<file path="src/rtl/uessb_pkg.sv">
// Purpose: constants and carrier types for the endpoint stall and bus status block
// Assumes: avalon-mm slave with 32-bit data, byte addresses
// Notes:   register indexes chosen as byte offsets from the block base
package uessb_pkg;

  // ==========================================
  // register map
  localparam logic [3:0] OFF_BUS_SUSPEND  = 4'h0;
  localparam logic [3:0] OFF_EP_STALL     = 4'h4;
  localparam logic [3:0] OFF_IRQ_STATUS   = 4'h8;
  localparam logic [3:0] OFF_IRQ_MASK     = 4'hC;
  localparam logic [3:0] OFF_HALT_CTRL    = 4'h0;  // unused alias guard
  // printed address of the bus status register, kept for reference by software
  localparam logic [15:0] BUS_SUSPEND_PRINTED = 16'hFF68;

  // ==========================================
  // field positions
  localparam int RESUME_BIT       = 7;
  localparam int NUM_EP           = 3;
  localparam int IRQ_RESUME_SUSPEND_EVENT_BIT   = 0;
  localparam int IRQ_ENDPOINT_STALLED_EVENT_BIT   = 1;
  localparam int NUM_IRQ          = 2;

  // ==========================================
  // reset values
  localparam logic [7:0]  BUS_SUSPEND_RST = 8'h00;
  localparam logic [2:0]  HALT_RST        = 3'h0;
  localparam logic [1:0]  IRQ_MASK_RST    = 2'h0;

  // ==========================================
  // carriers
  typedef struct packed {
    logic       setup_tok;      // setup token received, any endpoint 0
    logic [2:0] stall_cond;     // overrun or undefined request per endpoint
    logic [2:0] set_feat;       // set_feature endpoint halt
    logic [2:0] clr_feat;       // clear_feature endpoint halt
    logic       get_stat_ep0;   // get_status endpoint 0
    logic       fw_decode;      // request passed to firmware decode
    logic       cfg_done;       // set_interface or set_configuration processed
    logic [2:0] cfg_target;     // endpoints on the targeted interface
  } uessb_req_t;

  typedef struct packed {
    logic [2:0] fw_set;         // firmware sets halt feature
    logic [2:0] fw_clr;         // firmware clears halt feature
  } uessb_fw_t;

endpackage : uessb_pkg

</file>
<file path="src/rtl/uessb_status.sv">
// Purpose: bus resume/suspend status and endpoint 0..2 stall tracking
// Assumes: one 50 MHz clock, synchronous active-low reset, avalon-mm registers
// Notes:   resume detect path is combinational so it works with clk stopped
//
// Added by the designer: the Avalon-MM register port.
`timescale 1ns/100ps

// Notes on behaviour
// RL1: bus status bit 7 reads 1 when suspended, else 0; others 0; reset 0. Here a read clears bit 7 even while still suspended (RL3).
// RL2: software trusts the resume flag only after a status interrupt.
// RL3: reading the bus status register clears the resume flag.
// RL4: resume flag is sampled on clk; resume detect runs without clk.
// RL5: resume detect output stays live when clk halts to wake system.
// RL6: both status registers are read-only 8-bit; writes do nothing.
// RL7: stall bits 2..0 set by hardware on overrun or undefined request.
// RL8: stall bit undefined for endpoints not enabled by interface mapping.
// RL9: endpoint 0 stall from overrun or bad request also sets send-stall.
// RL10: next setup token clears send-stall, which clears endpoint 0 stall.
// RL11: endpoint 0 halt by set_feature holds until clear_feature or firmware.
// RL12: after ep0 status/feature or firmware request, ep0 stall reads 0 until setup.
// RL13: stall bit holds until clear_feature, set_interface/configuration, or firmware.
// RL14: processed set_interface/configuration clears halts of targeted endpoints except 0.
// RL15: endpoint 0 halt is never cleared by set_interface or set_configuration.
// RL16: software reads bus status bit 7 on a resume-or-suspend interrupt.
// RL17: endpoint-stalled event also fires when firmware stalls an endpoint.
// RL18: each stall bit follows its halt feature within one clock.
module uessb_status (
  // clock and reset
  input  wire logic                 clk,
  input  wire logic                 rst_n,
  // avalon-mm slave
  input  wire logic [3:0]           avs_address,
  input  wire logic                 avs_read,
  input  wire logic                 avs_write,
  input  wire logic [31:0]          avs_writedata,
  input  wire logic [3:0]           avs_byteenable,
  output logic [31:0]               avs_readdata,
  output logic                      avs_waitrequest,
  // serial interface engine
  input  wire logic                 suspend_pin,
  input  wire logic                 resume_detect_raw,
  output logic                      resume_detect_signal,
  input  wire uessb_pkg::uessb_req_t req,
  // firmware halt control and endpoint enables
  input  wire uessb_pkg::uessb_fw_t fw,
  input  wire logic [2:0]           endpoint_interface_map,
  // status outputs
  output logic                      send_stall_control,
  output logic                      resume_suspend_event,
  output logic                      endpoint_stalled_event,
  output logic                      usb_status_irq
);
  import uessb_pkg::*;

  // ==========================================
  // resume detect passthrough, no clock needed
  assign resume_detect_signal = resume_detect_raw;  // RL4 RL5

  // ==========================================
  // suspend pin synchroniser
  logic susp_meta;
  logic susp_sync;
  logic susp_prev;
  always_ff @(posedge clk) begin
    if (!rst_n) begin
      susp_meta <= 1'b0;
      susp_sync <= 1'b0;
      susp_prev <= 1'b0;
    end else begin
      susp_meta <= suspend_pin;
      susp_sync <= susp_meta;
      susp_prev <= susp_sync;
    end
  end

  // ==========================================
  // bus decode, one cycle answer
  logic       rd_pending;
  wire        req_any       = avs_read | avs_write;
  wire        rd_accept     = avs_read & rd_pending;
  wire        sel_bus       = (avs_address == OFF_BUS_SUSPEND);
  wire        sel_stall     = (avs_address == OFF_EP_STALL);
  wire        sel_irq       = (avs_address == OFF_IRQ_STATUS);
  wire        sel_mask      = (avs_address == OFF_IRQ_MASK);
  wire        wr_mask       = avs_write & sel_mask & avs_byteenable[0];
  wire        rd_bus        = rd_accept & sel_bus;
  wire        rd_irq        = rd_accept & sel_irq;
  // writes finish at once, reads after one wait cycle
  assign avs_waitrequest = avs_read & ~rd_pending;

  always_ff @(posedge clk) begin
    if (!rst_n) begin
      rd_pending <= 1'b0;
    end else begin
      rd_pending <= avs_read & ~rd_pending;
    end
  end

  // ==========================================
  // bus resume flag
  logic bus_resume_flag;
  wire  susp_change = susp_sync ^ susp_prev;
  always_ff @(posedge clk) begin
    if (!rst_n) begin
      bus_resume_flag <= BUS_SUSPEND_RST[RESUME_BIT];  // RL1
    end else if (susp_change) begin
      bus_resume_flag <= susp_sync;  // RL4
    end else if (rd_bus) begin
      bus_resume_flag <= 1'b0;  // RL3
    end
  end
  assign resume_suspend_event = susp_change;  // RL16

  // ==========================================
  // endpoint halt features
  logic [2:0] halt_feat;
  logic [2:0] next_halt_feat;
  logic       ep0_by_feature;
  logic       ep0_mask;
  logic       next_send_stall;
  wire  [2:0] cfg_clr    = req.cfg_done ? {req.cfg_target[2:1], 1'b0} : 3'b000;  // RL14 RL15
  wire  [2:0] hw_set     = req.stall_cond | req.set_feat | fw.fw_set;  // RL7
  wire  [2:0] any_clr    = req.clr_feat | cfg_clr | fw.fw_clr;  // RL13
  wire        ep0_status = req.get_stat_ep0 | req.set_feat[0] | req.clr_feat[0] | req.fw_decode;
  wire        setup_clr0 = req.setup_tok & send_stall_control & ~ep0_by_feature;  // RL10

  always_comb begin
    next_halt_feat = (halt_feat & ~any_clr) | hw_set;
    if (setup_clr0 && !req.stall_cond[0]) begin
      next_halt_feat[0] = 1'b0;  // RL10
    end
    next_send_stall = send_stall_control;
    if (req.stall_cond[0]) begin
      next_send_stall = 1'b1;  // RL9
    end else if (req.setup_tok) begin
      next_send_stall = 1'b0;  // RL10
    end
  end

  always_ff @(posedge clk) begin
    if (!rst_n) begin
      halt_feat          <= HALT_RST;
      send_stall_control <= 1'b0;
      ep0_by_feature     <= 1'b0;
      ep0_mask           <= 1'b0;
    end else begin
      halt_feat          <= next_halt_feat;  // RL18
      send_stall_control <= next_send_stall;
      if (req.set_feat[0] | fw.fw_set[0]) begin
        ep0_by_feature <= 1'b1;  // RL11
      end else if (req.clr_feat[0] | fw.fw_clr[0]) begin
        ep0_by_feature <= 1'b0;  // RL11
      end
      if (ep0_status) begin
        ep0_mask <= 1'b1;  // RL12
      end else if (req.setup_tok) begin
        ep0_mask <= 1'b0;  // RL12
      end
    end
  end

  // disabled endpoints read 0, their value being undefined
  wire [2:0] stall_view = halt_feat & {endpoint_interface_map[2:1], 1'b1}
                          & {2'b11, ~ep0_mask};  // RL8 RL12
  assign endpoint_stalled_event = |hw_set;  // RL17

  // ==========================================
  // interrupt status, cleared by read
  logic [NUM_IRQ-1:0] irq_status;
  logic [NUM_IRQ-1:0] irq_mask;
  wire  [NUM_IRQ-1:0] irq_set = {endpoint_stalled_event, resume_suspend_event};
  always_ff @(posedge clk) begin
    if (!rst_n) begin
      irq_status <= '0;
      irq_mask   <= IRQ_MASK_RST;
    end else begin
      irq_status <= (rd_irq ? '0 : irq_status) | irq_set;
      if (wr_mask) begin
        irq_mask <= avs_writedata[NUM_IRQ-1:0];
      end
    end
  end
  assign usb_status_irq = |(irq_status & irq_mask);

  // ==========================================
  // read data
  always_ff @(posedge clk) begin
    if (!rst_n) begin
      avs_readdata <= 32'h0000_0000;
    end else if (avs_read && !rd_pending) begin
      avs_readdata <= 32'h0000_0000;
      if (sel_bus) begin
        avs_readdata[RESUME_BIT] <= bus_resume_flag;  // RL1 RL6
      end else if (sel_stall) begin
        avs_readdata[NUM_EP-1:0] <= stall_view;  // RL6 RL7
      end else if (sel_irq) begin
        avs_readdata[NUM_IRQ-1:0] <= irq_status;
      end else if (sel_mask) begin
        avs_readdata[NUM_IRQ-1:0] <= irq_mask;
      end
    end
  end

endmodule : uessb_status

</file>
<file path="config.mk">
export PLATFORM = sky130hd
export DESIGN_NAME = uessb_status
export DESIGN_NICKNAME = d
export VERILOG_FILES = /design/src/rtl/uessb_pkg.sv /design/src/rtl/uessb_status.sv
export SDC_FILE = /design/constraint.sdc
export NUM_CORES = 1
export LEC_CHECK = 0
export BUFFER_PORTS_ARGS = -buffer_cell sky130_fd_sc_hd__buf_2
export CAP_MARGIN = 10
export CORE_MARGIN = 2
export CORE_UTILIZATION = 31
export CTS_CLUSTER_SIZE = 8
export DETAILED_ROUTE_END_ITERATION = 10
export PLACE_DENSITY = 0.77
export SLEW_MARGIN = 0
export SYNTH_ARGS = -nofsm -noshare
export SYNTH_HDL_FRONTEND = slang
export SYNTH_SLANG_ARGS = --single-unit
</file>
<file path="constraint.sdc">
create_clock -name clk -period 1.4 [get_ports clk]
set_clock_uncertainty 0.1 [all_clocks]
set_input_delay 0 -clock clk [delete_from_list [all_inputs] [get_ports clk]]
set_output_delay 0 -clock clk [all_outputs]
set_load 0.005 [all_outputs]
</file>
## After elaboration in Yosys (flattened, before gate mapping)

Cells that the tools add are included.

- Register bits after elaboration: 19
- Bits in latches: 0
- Memory bits (writable): 0
- ROM bits: 0
- Input bits: 71
- Output and inout bits: 38
- Word-level logic and storage cells: 72
- Memories: 0

- Add/subtract/negate cells: 0
- $mul: 0
- Divide/modulo/power cells: 0
- Magnitude comparators: 0
- Eq/ne operators: 3
- Shift operators: 0
- Muxes and demuxes: 15
- Bitwise gates (word level): 29
- Reduce and logical (&&, ||, !) cells: 12

Operators by type and width:

| operator | number |
|---|---|
| 3-bit bitwise OR | 5 |
| 3-bit AND | 3 |
| 1-bit two-way mux | 9 |
| 1-bit AND | 8 |
| 4-bit equality test, second input constant | 2 |
| 2-bit two-way mux | 4 |
| 2-bit nonzero test | 4 |
| 3-bit two-way mux | 2 |
| 1-bit bitwise OR | 5 |
| 4-bit by 3-bit equality test with 1-bit output, second input constant | 1 |
| 4-bit logical NOT | 1 |
| 1-bit inverter | 4 |
| 2-bit OR reduction | 2 |
| 3-bit inverter | 1 |
| 3-bit OR reduction | 1 |
| 2-bit AND | 1 |
| 1-bit logical AND | 2 |
| 1-bit logical NOT | 2 |
| 2-bit bitwise OR | 1 |
| 1-bit XOR | 1 |

## Logic depth before layout (Yosys ltp)

- Depth in word-level cells: 6
- Mapped depth: 5
- Mapped depth without buffers: 4

## Least setup slack after synthesis

OpenSTA, ideal clock, no wires.

- Path type: reg-to-reg
- From: register rd_pending
- To: register avs_readdata[2]
- Data arrival time: 1.199 ns
- Data required time: 1.229 ns
- Setup slack: 0.030 ns
- Stages on the path, launching flop included: 5
- Path buffers: 1
- Period minus slack after synthesis: 1.370 ns
- Cells stage by stage: dfxtp_1 > nand2b_1 > clkbuf_1 > or4_1 > a21oi_1

- Longest elaborated chain between the ends: 2

Ends and longest elaborated chain:

| element | line | source |
|---|---|---|
| from (decl) | uessb_status.sv:78 | `logic rd_pending;` |
| from (signal assigned) | uessb_status.sv:95 | `rd_pending <= avs_read & ~rd_pending;` |
| 1-bit logical NOT | uessb_status.sv:190 | `end else if (avs_read && !rd_pending) begin` |
| 1-bit logical AND | uessb_status.sv:190 |  |
| to (signal, indexed assignment) | uessb_status.sv:193 | `avs_readdata[RESUME_BIT] <= bus_resume_flag;` |
| to (signal, indexed assignment) | uessb_status.sv:195 | `avs_readdata[NUM_EP-1:0] <= stall_view;` |
| to (signal, indexed assignment) | uessb_status.sv:197 | `avs_readdata[NUM_IRQ-1:0] <= irq_status;` |
| to (decl) | uessb_status.sv:37 | `output logic [31:0] avs_readdata,` |

Every way passes these cells.
A chain may end at the register's enable or synchronous reset.

## Final worst setup path

- From: input req[15] (netlist bit)
- To: register send_stall_control

- Longest elaborated chain between the ends: 1

Ends and longest elaborated chain:

| element | line | source |
|---|---|---|
| from (decl) | uessb_status.sv:43 | `input wire uessb_pkg::uessb_req_t req,` |
| 2-bit nonzero test (no line) | - |  |
| to (signal assigned) | uessb_status.sv:148 | `send_stall_control <= next_send_stall;` |
| to (decl) | uessb_status.sv:48 | `output logic send_stall_control,` |

Every way passes these cells.

==> impl_results.html <==
<table>
<tr><th>Metric</th><th>Value</th></tr>
<tr><th colspan="2">Outcome</th></tr>
<tr><td>Run status</td><td>finished with violations</td></tr>
<tr><td>Violations in the final reports</td><td>hold timing</td></tr>
<tr><th colspan="2">Logic synthesis</th></tr>
<tr><td>Post-synthesis cell type count</td><td>32</td></tr>
<tr><td>Post-synthesis cell count</td><td>128</td></tr>
<tr><td>Synthesized flop and latch total</td><td>19</td></tr>
<tr><td>Sequential fraction of the synthesis area</td><td>35.81%</td></tr>
<tr><td>Primary FF master, synth</td><td>dfxtp_1</td></tr>
<tr><td>Mean cell area of the mapped netlist</td><td>8.299 µm²</td></tr>
<tr><td>Synth warnings</td><td>0</td></tr>
<tr><td>Number of enable flip-flop cells after synthesis</td><td>0</td></tr>
<tr><td>Fraction of registers with async set or reset after synthesis</td><td>0%</td></tr>
<tr><td>Netlist Area Pre-Place</td><td>1062 µm²</td></tr>
<tr><th colspan="2">Route</th></tr>
<tr><td>DR vias/cell</td><td>between 4 and 5</td></tr>
<tr><td>Via Count</td><td>1101</td></tr>
<tr><td>Remaining DRCs</td><td>0</td></tr>
<tr><td>Routed Wire Length</td><td>2.873 mm</td></tr>
<tr><td>First DRT Iteration DRCs</td><td>16</td></tr>
<tr><td>Routed length per placed instance</td><td>about 12 µm</td></tr>
<tr><td>First-pass detailed-route iteration total</td><td>4</td></tr>
<tr><td>Post-detailed-route count of antenna-violating nets</td><td>0</td></tr>
<tr><th colspan="2">STA</th></tr>
<tr><td>Final max-slew violation count</td><td>0</td></tr>
<tr><td>Min setup slack post-route</td><td>0.06914 ns</td></tr>
<tr><td>Max transition margin</td><td>63.82%</td></tr>
<tr><td>Period utilisation layout</td><td>between 90% and 100%</td></tr>
<tr><td>Setup violations, final</td><td>0</td></tr>
<tr><td>Top achievable clock speed</td><td>approximately 750 MHz</td></tr>
<tr><td>Hold WS</td><td>-0.04515 ns</td></tr>
<tr><td>RSZ-0062 raised after global routing</td><td>false</td></tr>
<tr><td>Least-Margin Pin Slew</td><td>0.5421 ns</td></tr>
<tr><td>Number of failing hold endpoints at the final stage</td><td>1</td></tr>
<tr><td>Final critical-path required period</td><td>1.331 ns</td></tr>
<tr><th colspan="2">Pwr</th></tr>
<tr><td>Power Dens Cells</td><td>690.2 nW/µm²</td></tr>
<tr><td>Total Power Consumption</td><td>1.077 mW</td></tr>
<tr><td>Worst-case vdd ir drop</td><td>approximately 0.0003 V</td></tr>
<tr><td>Reported leakage power</td><td>0.7049 nW</td></tr>
<tr><th colspan="2">Place</th></tr>
<tr><td>Count of placed standard cells including taps</td><td>215</td></tr>
<tr><td>Port bufs</td><td>43</td></tr>
<tr><td>GPL Wtd Cong</td><td>between 0.7 and 0.8</td></tr>
<tr><td>Standard cell area after detailed placement</td><td>1226 µm²</td></tr>
<tr><td>Worst slack at placement</td><td>-0.01262 ns</td></tr>
<tr><td>Post-detailed-placement half-perimeter wirelength</td><td>a little under 2 mm</td></tr>
<tr><th colspan="2">Floorplan</th></tr>
<tr><td>Effective utilization at floorplan</td><td>32.09%</td></tr>
<tr><td>Area of the core</td><td>3311 µm²</td></tr>
<tr><td>Floorplan die area</td><td>3911 µm²</td></tr>
<tr><td>Height of the die</td><td>roughly 63 µm</td></tr>
<tr><td>Cell row count</td><td>21</td></tr>
<tr><td>Number of primary I/O pins</td><td>~110</td></tr>
<tr><td>Width of the chip</td><td>62.54 µm</td></tr>
<tr><th colspan="2">Finish</th></tr>
<tr><td>Layout cell share with drive strength beyond 1</td><td>28.22%</td></tr>
<tr><td>Final nets</td><td>275</td></tr>
<tr><td>Area added between synthesis and finish</td><td>46.88%</td></tr>
<tr><td>Total non-filler cell area in the finished layout</td><td>between 1500 and 2000 µm²</td></tr>
<tr><td>Number of antenna repair diodes</td><td>0</td></tr>
<tr><td>Final design utilization</td><td>47.13%</td></tr>
<tr><td>Final instance count without filler cells</td><td>248</td></tr>
<tr><th colspan="2">Setup path</th></tr>
<tr><td>Worst flop-to-flop path startpoint</td><td>rd_pending</td></tr>
<tr><td>FF-to-FF path depth</td><td>5</td></tr>
<tr><td>Required @ worst endpoint</td><td>1.48 ns</td></tr>
<tr><td>Crit end category</td><td>flop</td></tr>
<tr><td>Type of element launching the critical path</td><td>input port</td></tr>
<tr><td>Worst reg2reg endpoint</td><td>avs_readdata[1]</td></tr>
<tr><td>WS Path Type</td><td>input port to flop</td></tr>
<tr><td>Register-to-Register Setup Slack</td><td>0.08 ns</td></tr>
<tr><td>CP Max Fanout</td><td>2</td></tr>
<tr><td>CP arrival</td><td>1.41 ns</td></tr>
<tr><th colspan="2">Global route</th></tr>
<tr><td>Global-route wire length before repair</td><td>around 4.6 mm</td></tr>
<tr><td>Vias in the first global route</td><td>1144</td></tr>
<tr><td>Pin count of the biggest net entering global routing</td><td>16</td></tr>
<tr><td>Total gr overflow</td><td>0</td></tr>
<tr><td>Overall routing resource usage</td><td>14.77%</td></tr>
<tr><td>Number of antenna violations at the first check in global routing</td><td>0</td></tr>
<tr><th colspan="2">CTS</th></tr>
<tr><td>Total clock buffers created by CTS</td><td>3</td></tr>
<tr><td># H-tree levels</td><td>1</td></tr>
<tr><td>Post-CTS setup repair buffer count</td><td>0</td></tr>
<tr><td>Insertion delay of the later-clocked pin in the worst-skew pair</td><td>0.29 ns</td></tr>
<tr><td>Clock transition at the registers of the reported paths</td><td>about 0.11 ns</td></tr>
<tr><td>Post-cts hold buffer count</td><td>29</td></tr>
<tr><td>CTS max path bufs</td><td>2</td></tr>
<tr><td>Clock sinks</td><td>19</td></tr>
<tr><td>CTS Root Buffer Type</td><td>clkbuf_4</td></tr>
<tr><td>CTS tree</td><td>yes</td></tr>
<tr><th colspan="2">Worst hold path</th></tr>
<tr><td>Hold Crit Depth</td><td>3</td></tr>
<tr><td>Endpoint, Worst Hold</td><td>avs_readdata[2]</td></tr>
<tr><td>Tightest Hold Check Type</td><td>input port to flop</td></tr>
<tr><td>Start point of the worst hold path</td><td>avs_address[3]</td></tr>
<tr><th colspan="2">Run</th></tr>
<tr><td>Max_cap viols</td><td>0</td></tr>
</table>
flip-flops by register name, indices dropped and copies added, names as in the netlist, 2 cells and up:
name / cells
avs_readdata: 4
halt_feat: 3
irq_mask: 2
irq_status: 2
cells by family (layout without fill, tap and decap cells):
| group | after synthesis | after routing | synth area share, % |
|---|---|---|---|
| AND/OR/NAND/NOR | 42 | 42 | 21.44 |
| buffers and inverters | 37 | 84 | 23.32 |
| AO/OA/AOI/OAI | 27 | 27 | 16.96 |
| flip-flops | 19 | 19 | 35.81 |
| adder cells (fa/ha/maj) | 1 | 1 | 1.178 |
| other | 1 | 28 | 0.3530 |
| multiplexers | 1 | 1 | 0.9423 |
critical path, stage by stage:
cell           delay, ns
dlygate4sd3_1       0.52
buf_2               0.11
inv_1               0.05
a21oi_1             0.13
dlygate4sd3_1       0.56
nor2_1              0.04
synth_stat cells, types with 2 or more instances:
cell / instances / area (µm²)
nor2_1: 5 / 18.77
a22oi_1: 2 / 15.01
a211oi_1: 3 / 22.52
nor3b_1: 3 / 22.52
nand2_1: 14 / 52.55
or4_1: 2 / 15.01
dfxtp_1: 19 / 380.4
o21ai_1: 2 / 10.01
a21oi_1: 9 / 45.04
a221oi_1: 2 / 17.52
clkbuf_1: 2 / 7.510
nand3_1: 4 / 20.02
o21ai_0: 4 / 20.02
and2_1: 4 / 25.02
nor3_1: 3 / 15.01
inv_1: 6 / 22.52
buf_4: 29 / 217.7
worst max path at each step:
stage | start | to | slack (ns) | depth (start not counted)
final | req[15] | send_stall_control | 0.07 | 6
after global routing | req[15] | send_stall_control | 0.01 | 6
after CTS | rd_pending | avs_readdata[1] | 0.04 | 5
after detailed placement | avs_address[1] | bus_resume_flag | -0.01 | 4
after global placement | avs_address[1] | bus_resume_flag | 0.02 | 4
after floorplan | rd_pending | avs_readdata[2] | 0.03 | 4
placed cells by master (no fill, tap or decap), types with 4 or more instances in the layout:
cell type	netlist	final
buf_2	0	43
dlygate4sd3_1	0	29
conb_1	1	28
dfxtp_1	19	19
nand2_1	14	14
a21oi_1	9	9
inv_1	6	6
nor2_1	5	5
nand3_1	4	4
o21ai_0	4	4
and2_1	4	4
report_power, final:
part,internal (mW),total (mW),switching [mW]
sequential,0.563,0.574,0.0114
clock,0.106,0.275,0.169
combinational,0.122,0.228,0.105
per-layer routing:
metal / track usage, % / vias up / wire, µm
met3: 2.883 / 6 / 127
met4: 8.611 / 0 / 60
met5: 0 / - / 0
met2: 28.49 / 39 / 1609
li1: - / 541 / -
met1: 14.41 / 515 / 1075
stage by stage:
stage	hold slack, ns	TNS, ns
after floorplan	-0.01918	0
after global placement	-0.09997	0
after detailed placement	-0.09997	-0.01262
after CTS	-0.05612	0
after global routing	-0.03816	0
final	-0.04515	0
cell type report:
type                            instances  area (µm²)
Clock buffer                            3       22.52
Clock inverter                          1       5.005
Fill cell                             329        1750
Inverter                                6       22.52
Multi-Input combinational cell         99       551.8
Sequential cell                        19       380.4
Tap cell                               46       57.56
Timing Repair Buffer                   74       520.5
timing repair:
action,in CTS,in global routing
setup endpoints to repair,0,2
gates resized for setup,0,3
endpoints found under the hold margin,16,2
(Power assumes the default switching activity.)
